**config.mk**
```make
export PLATFORM = sky130hd
export DESIGN_NAME = baud_gen
export DESIGN_NICKNAME = d
export VERILOG_FILES = /design/src/rtl/baud_gen_pkg.sv /design/src/rtl/baud_gen.sv
export SDC_FILE = /design/constraint.sdc
export NUM_CORES = 1
export LEC_CHECK = 0
export ABC_CLOCK_PERIOD_IN_PS = 6400
export BUFFER_PORTS_ARGS = -buffer_cell sky130_fd_sc_hd__buf_4
export CORE_ASPECT_RATIO = 1.2
export CORE_MARGIN = 2
export CORE_UTILIZATION = 47
export CTS_CLUSTER_DIAMETER = 40
export CTS_CLUSTER_SIZE = 20
export DETAILED_ROUTE_END_ITERATION = 12
export PLACE_DENSITY = 0.71
export SETUP_SLACK_MARGIN = 0.1
export SYNTH_ARGS = -nofsm -noshare
export SYNTH_HDL_FRONTEND = slang
export SYNTH_SLANG_ARGS = --single-unit
```
**constraint.sdc**
```tcl
create_clock -name REF_CLK -period 6.4 [get_ports REF_CLK]
set_clock_uncertainty 0.2 [all_clocks]
set_input_delay 0.32 -clock REF_CLK [delete_from_list [all_inputs] [get_ports REF_CLK]]
set_output_delay 0.32 -clock REF_CLK [all_outputs]
set_load 0.02 [all_outputs]
```
**src/rtl/baud_gen_pkg.sv**
```systemverilog
// package: register map, field positions and mode constants for the bit-rate generator
package baud_gen_pkg;

    localparam int ADDR_W = 3;

    // word offsets (byte address = index * 4)
    localparam logic [ADDR_W-1:0] IDX_BAUD_CONTROL    = 3'h0;
    localparam logic [ADDR_W-1:0] IDX_RECEIVE_STATUS  = 3'h1;
    localparam logic [ADDR_W-1:0] IDX_DIVISOR_LOW     = 3'h2;
    localparam logic [ADDR_W-1:0] IDX_DIVISOR_HIGH    = 3'h3;
    localparam logic [ADDR_W-1:0] IDX_TRANSMIT_STATUS = 3'h4;

    // baud_control fields
    localparam int BC_RECEIVE_IDLE   = 6;
    localparam int BC_WIDE_DIVISOR   = 3;
    // transmit_status_control fields
    localparam int TS_SYNC_MODE      = 4;
    localparam int TS_HIGH_SPEED     = 2;

    // writable masks; other bits are held elsewhere or read as zero
    localparam logic [7:0] BC_WMASK  = 8'h08;
    localparam logic [7:0] RS_WMASK  = 8'hFF;
    localparam logic [7:0] TS_WMASK  = 8'hFF;

    localparam logic [7:0] RESET_BYTE = 8'h00;

    // prescale lengths in system clocks per timer step
    localparam int PRE_X64 = 64;
    localparam int PRE_X16 = 16;
    localparam int PRE_X4  = 4;
    localparam int PRE_W   = 6;

    typedef struct packed {
        logic              cyc;
        logic              stb;
        logic              we;
        logic [ADDR_W-1:0] adr;
        logic [3:0]        sel;
        logic [31:0]       dat;
    } wb_req_s;

    typedef struct packed {
        logic        ack;
        logic [31:0] dat;
    } wb_rsp_s;

endpackage

```
**src/rtl/baud_gen.sv**
```systemverilog
// bit-rate generator for the serial port, with a classic Wishbone register slave
module baud_gen
    import baud_gen_pkg::*;
(
    input  wire logic        REF_CLK,
    input  wire logic        RST,
    input  wire logic        WB_CYC_I,
    input  wire logic        WB_STB_I,
    input  wire logic        WB_WE_I,
    input  wire logic [4:0]  WB_ADR_I,
    input  wire logic [3:0]  WB_SEL_I,
    input  wire logic [31:0] WB_DAT_I,
    input  wire logic        RECEIVE_IDLE,
    output logic             WB_ACK_O,
    output logic [31:0]      WB_DAT_O,
    output logic             BIT_TICK,
    output logic             SYNC_MODE,
    output logic             HIGH_SPEED
);

    typedef struct packed {
        wb_rsp_s          rsp;
        logic [7:0]       baud_control;
        logic [7:0]       receive_status_control;
        logic [7:0]       divisor_low_byte;
        logic [7:0]       divisor_high_byte;
        logic [7:0]       transmit_status_control;
        logic [PRE_W-1:0] prescale;
        logic [15:0]      bit_rate_timer;
        logic             tick;
        logic [2:0]       idle_sync;
        logic             idle;
    } state_s;

    state_s  r;
    state_s  next_r;
    wb_req_s req;
    wb_rsp_s idle_rsp;

    assign req = '{cyc: WB_CYC_I, stb: WB_STB_I, we: WB_WE_I,
                   adr: WB_ADR_I[ADDR_W+1:2], sel: WB_SEL_I, dat: WB_DAT_I};
    assign idle_rsp = '{ack: 1'b0, dat: 32'h0000_0000};

    logic             wide;
    logic             hs;
    logic             sync;
    logic [15:0]      divisor;
    logic [PRE_W-1:0] pre_last;
    logic             access;
    logic             wr_lane0;
    logic             divisor_write;
    logic [7:0]       rd_byte;

    always_comb begin
        wide = r.baud_control[BC_WIDE_DIVISOR];
        hs   = r.transmit_status_control[TS_HIGH_SPEED];
        sync = r.transmit_status_control[TS_SYNC_MODE];
        // high byte only counts in wide mode
        divisor = wide ? {r.divisor_high_byte, r.divisor_low_byte}
                       : {8'h00, r.divisor_low_byte};
        // prescale before each timer step; sync ignores high-speed
        if (sync)
            pre_last = PRE_W'(PRE_X4 - 1);
        else if (!wide && !hs)
            pre_last = PRE_W'(PRE_X64 - 1);
        else if (wide && hs)
            pre_last = PRE_W'(PRE_X4 - 1);
        else
            pre_last = PRE_W'(PRE_X16 - 1);
    end

    always_comb begin
        access        = req.cyc && req.stb && !r.rsp.ack;
        wr_lane0      = access && req.we && req.sel[0];
        divisor_write = wr_lane0 && (req.adr == IDX_DIVISOR_LOW || req.adr == IDX_DIVISOR_HIGH);
        case (req.adr)
            IDX_BAUD_CONTROL:    rd_byte = r.baud_control;
            IDX_RECEIVE_STATUS:  rd_byte = r.receive_status_control;
            IDX_DIVISOR_LOW:     rd_byte = r.divisor_low_byte;
            IDX_DIVISOR_HIGH:    rd_byte = r.divisor_high_byte;
            IDX_TRANSMIT_STATUS: rd_byte = r.transmit_status_control;
            default:             rd_byte = 8'h00;
        endcase
    end

    always_comb begin
        next_r = r;
        next_r.tick = 1'b0;

        // receive-idle pin: three stages, change counts when stages 2 and 3 agree
        next_r.idle_sync = {r.idle_sync[1:0], RECEIVE_IDLE};
        if (r.idle_sync[2] == r.idle_sync[1])
            next_r.idle = r.idle_sync[2];
        next_r.baud_control[BC_RECEIVE_IDLE] = r.idle;

        // bus slave: one-cycle ack, unmapped reads return zero, writes ignored
        next_r.rsp = idle_rsp;
        if (access) begin
            next_r.rsp.ack = 1'b1;
            next_r.rsp.dat = {24'h00_0000, rd_byte};
        end
        if (wr_lane0) begin
            case (req.adr)
                IDX_BAUD_CONTROL:
                    next_r.baud_control = (r.baud_control & ~BC_WMASK)
                                        | (req.dat[7:0] & BC_WMASK);
                IDX_RECEIVE_STATUS:
                    next_r.receive_status_control = req.dat[7:0] & RS_WMASK;
                IDX_DIVISOR_LOW:
                    next_r.divisor_low_byte = req.dat[7:0];
                IDX_DIVISOR_HIGH:
                    next_r.divisor_high_byte = req.dat[7:0];
                IDX_TRANSMIT_STATUS:
                    next_r.transmit_status_control = req.dat[7:0] & TS_WMASK;
                default: ;
            endcase
        end

        // free-running down-timer, one tick per (divisor+1) prescaled steps
        if (divisor_write) begin
            // restart from zero so the new rate shows on the next period
            next_r.prescale       = '0;
            next_r.bit_rate_timer = '0;
        end else if (r.prescale >= pre_last) begin
            next_r.prescale = '0;
            if (r.bit_rate_timer == 16'h0000) begin
                next_r.bit_rate_timer = divisor;
                next_r.tick           = 1'b1;
            end else begin
                next_r.bit_rate_timer = r.bit_rate_timer - 16'h0001;
            end
        end else begin
            next_r.prescale = r.prescale + PRE_W'(1);
        end
    end

    always_ff @(posedge REF_CLK) begin
        if (RST) begin
            r <= '0;
        end else begin
            r <= next_r;
        end
    end

    assign WB_ACK_O   = r.rsp.ack;
    assign WB_DAT_O   = r.rsp.dat;
    assign BIT_TICK   = r.tick;
    assign SYNC_MODE  = r.transmit_status_control[TS_SYNC_MODE];
    assign HIGH_SPEED = r.transmit_status_control[TS_HIGH_SPEED];

endmodule // baud_gen

```
==> reports/summary.txt <==
Port Buffer Count - 29
part of the power in registers - 0.483
Synth Instances - 400
antenna cells - 0
Final period util - 0.473
postcts setup bufs - 0
run status - finished, final reports clean
crit path DAT - 3.11 ns
post-synthesis sequential area ratio - 0.399
fill count - 643
Synth cell types - 53
Final Critical Period - 3.03 ns
area leader, netlist - dfxtp_1
Synth Flop Type - dfxtp_1
initial drt markers - 166
P_sw - 0.000204 W
final instance area - 0.00386 mm2
Detail Placement HPWL - 5.63 mm
crit path cell chain - or3_1 -> ha_1 -> a21oi_1 -> o22ai_1 -> nor2_1 -> nand2_1 -> a21oi_1
core area - 0.00723 mm2
internal power - 0.000710 W
total power - 0.000914 W
most frequent cells in the layout - 71 x nor2_1, 70 x dfxtp_1, 37 x mux2i_1
Synth Warn # - 0
RePlAce Congestion - 0.824
origin of the critical flop-to-flop path - r[62]
CTS root buf - clkbuf_8
slew of the pin with the lowest slew margin - 0.939 ns
fmax - 330 MHz
worst-skew pair later-pin latency - 0.35 ns
Total Wirelength - 7.78 mm
first-pass GRT wire length - 13.3 mm
share of the synthesized area in the top cell type - 0.399
Worst setup SP type - flop
Post-synth EDFFs - 0
# clock sinks - 70
NumNets Final - 467
DIE HEIGHT - 98.7 um
die area - 0.00819 mm2
cts bufs inserted - 9
RSZ-0062 raised after global routing - false
Slew headroom - 0.374
Final setup viols - 0
worst setup path class - reg -> reg
Async S/R FF share, synth - 0
critical path launch point - r[62]
proportion of power drawn by the clock network - 0.463
ranking of synthesized cells by area - dfxtp_1 40%, mux2i_1 11%, nor2_1 7.6%
met3 Usage GRT - 0.0394
TNS Setup - 0 ns
Critical Path Max Stage Delay - 0.70 ns
# rows - 34
critical-path maximum fanout - 14
layout cells sized above 1 - 0.149
gr ovfl total - 0
sw frac - 0.224
final hold vios - 0
met1 Resource Use GR - 0.231
M2 GR Usage - 0.350
post-route ant nets - 0
maxcap violations - 0
Worst EP required - 6.48 ns
CTS tree - yes
Vias - 2848
busiest grt layer - met2
Hold Path Origin - WB_DAT_I[5]
CP max stage cell - nor2_1
IO Pins - 83
area of the mapped netlist - 0.00352 mm2
vias in the first global route - 2759
Worst VDD drop - 0.000182 V
max-slew violation count - 0
DRC - 0
H-tree depth - 3
Die W - 83.0 um
DP Area - 0.00361 mm2
critical path capture point type - flop
routed len/inst - 15.3 um
All-Layer GR Usage - 0.201
synthesized area per cell - 8.79 um2
Static Leak - 1.48 nW
commonest non-fill, non-tap cell in the layout - nor2_1
clk slew on worst S/H paths - 0.08 ns
Longest Clk Path Bufs - 2
Area growth syn-to-layout - 9.79%
Initial Util - 0.486
HP Class - in -> reg
via-per-instance ratio - 5.62
initial antenna violation count - 0
Seq cells post-synth - 70
cell mode on critical path - a21oi_1
largest net degree at the start of global routing - 42
PwrDens - 237 mW/mm2
Comb pwr share - 0.055
DR pass1 iterations - 5
[what timing repair did]
item,4_1_cts,5_1_grt
hold buffers,1,0
setup endpoints to repair,0,0
resized for setup,0,0
endpoints found under the hold margin,1,0
[critical path, delay by kind of cell, from the launching register on]
kind	cells	cell delay, ns
AOI/OAI and AO/OA	3	0.47
adders and majority gates	1	0.31
DFF	1	0.47
and+or+nand+nor	3	1.51
[flip-flops by register name, indices dropped and copies added (netlist names)]
register	cells
WB_ACK_O	1
SYNC_MODE	1
r	56
BIT_TICK	1
WB_DAT_O	8
next_r	2
HIGH_SPEED	1
[layout make-up]
class,count,area [um2],area share
Inverter,5,18.8,0.00486
Sequential cell,70,1400,0.363
Multi-Input combinational cell,296,1860,0.481
Clock inverter,6,111,0.0288
Tap cell,90,113,0.0292
Timing Repair Buffer,31,235,0.0609
Clock buffer,9,124,0.0321
[path summary, 6_finish.rpt]
kind | endpoint | cells past startpoint | slack (ns)
min | r[32] | 3 | 0.04
max reg2reg | r[13] | 7 | 3.37
min reg2reg | next_r[3] | 1 | 0.24
max | r[13] | 7 | 3.37
[metrics by stage]
step	utilization	cells	setup WS (ns)	hold WS, ns
after floorplan	-	423	3.87	0.214
after global placement	0.500	491	3.42	0.229
after detailed placement	0.500	491	3.37	0.237
after CTS	0.534	507	3.35	0.0270
after global routing	0.534	507	3.12	0.0602
final	0.534	507	3.37	0.0445
[power groups by stage]
stage               logic [W]  clock network (W)  registers (W)
floorplan           0.0000444                  0       0.000451
global placement    0.0000482                  0       0.000451
detailed placement  0.0000490                  0       0.000451
CTS                 0.0000496           0.000430       0.000441
global route        0.0000546           0.000447       0.000441
finish              0.0000499           0.000423       0.000441
[metal layers]
metal | up-vias | share of wire
li1 | 1392 | -
met1 | 1352 | 0.42
met2 | 90 | 0.50
met3 | 14 | 0.046
met4 | 0 | 0.034
met5 | - | 0
[kinds of logic after synthesis]
kind of cell / after synthesis / synth area share
adders and majority gates: 7 / 0.0249
and+or+nand+nor: 147 / 0.201
muxes: 44 / 0.128
other: 1 / 0.00107
buffers and inverters: 57 / 0.0979
DFF: 70 / 0.399
xor gates and xnor gates: 4 / 0.00997
AOI/OAI and AO/OA: 70 / 0.139
[cell usage after synthesis (all sizes together) (3+ instances only)]
cell and instances:
or3 3, nand3 9, a31oi 13, nor4 4, inv 5, nand4 4
ha 7, nor2 72, nand2 22, a211oi 4, o22ai 5, nor3 12
o21ai 9, buf 40, dfxtp 70, nor2b 7, and3 3, a22oi 8
a21oi 12, clkbuf 12, a32o 3, mux2i 37, mux2 7, nor3b 3
Note: power is estimated with default switching activity, not from simulation.
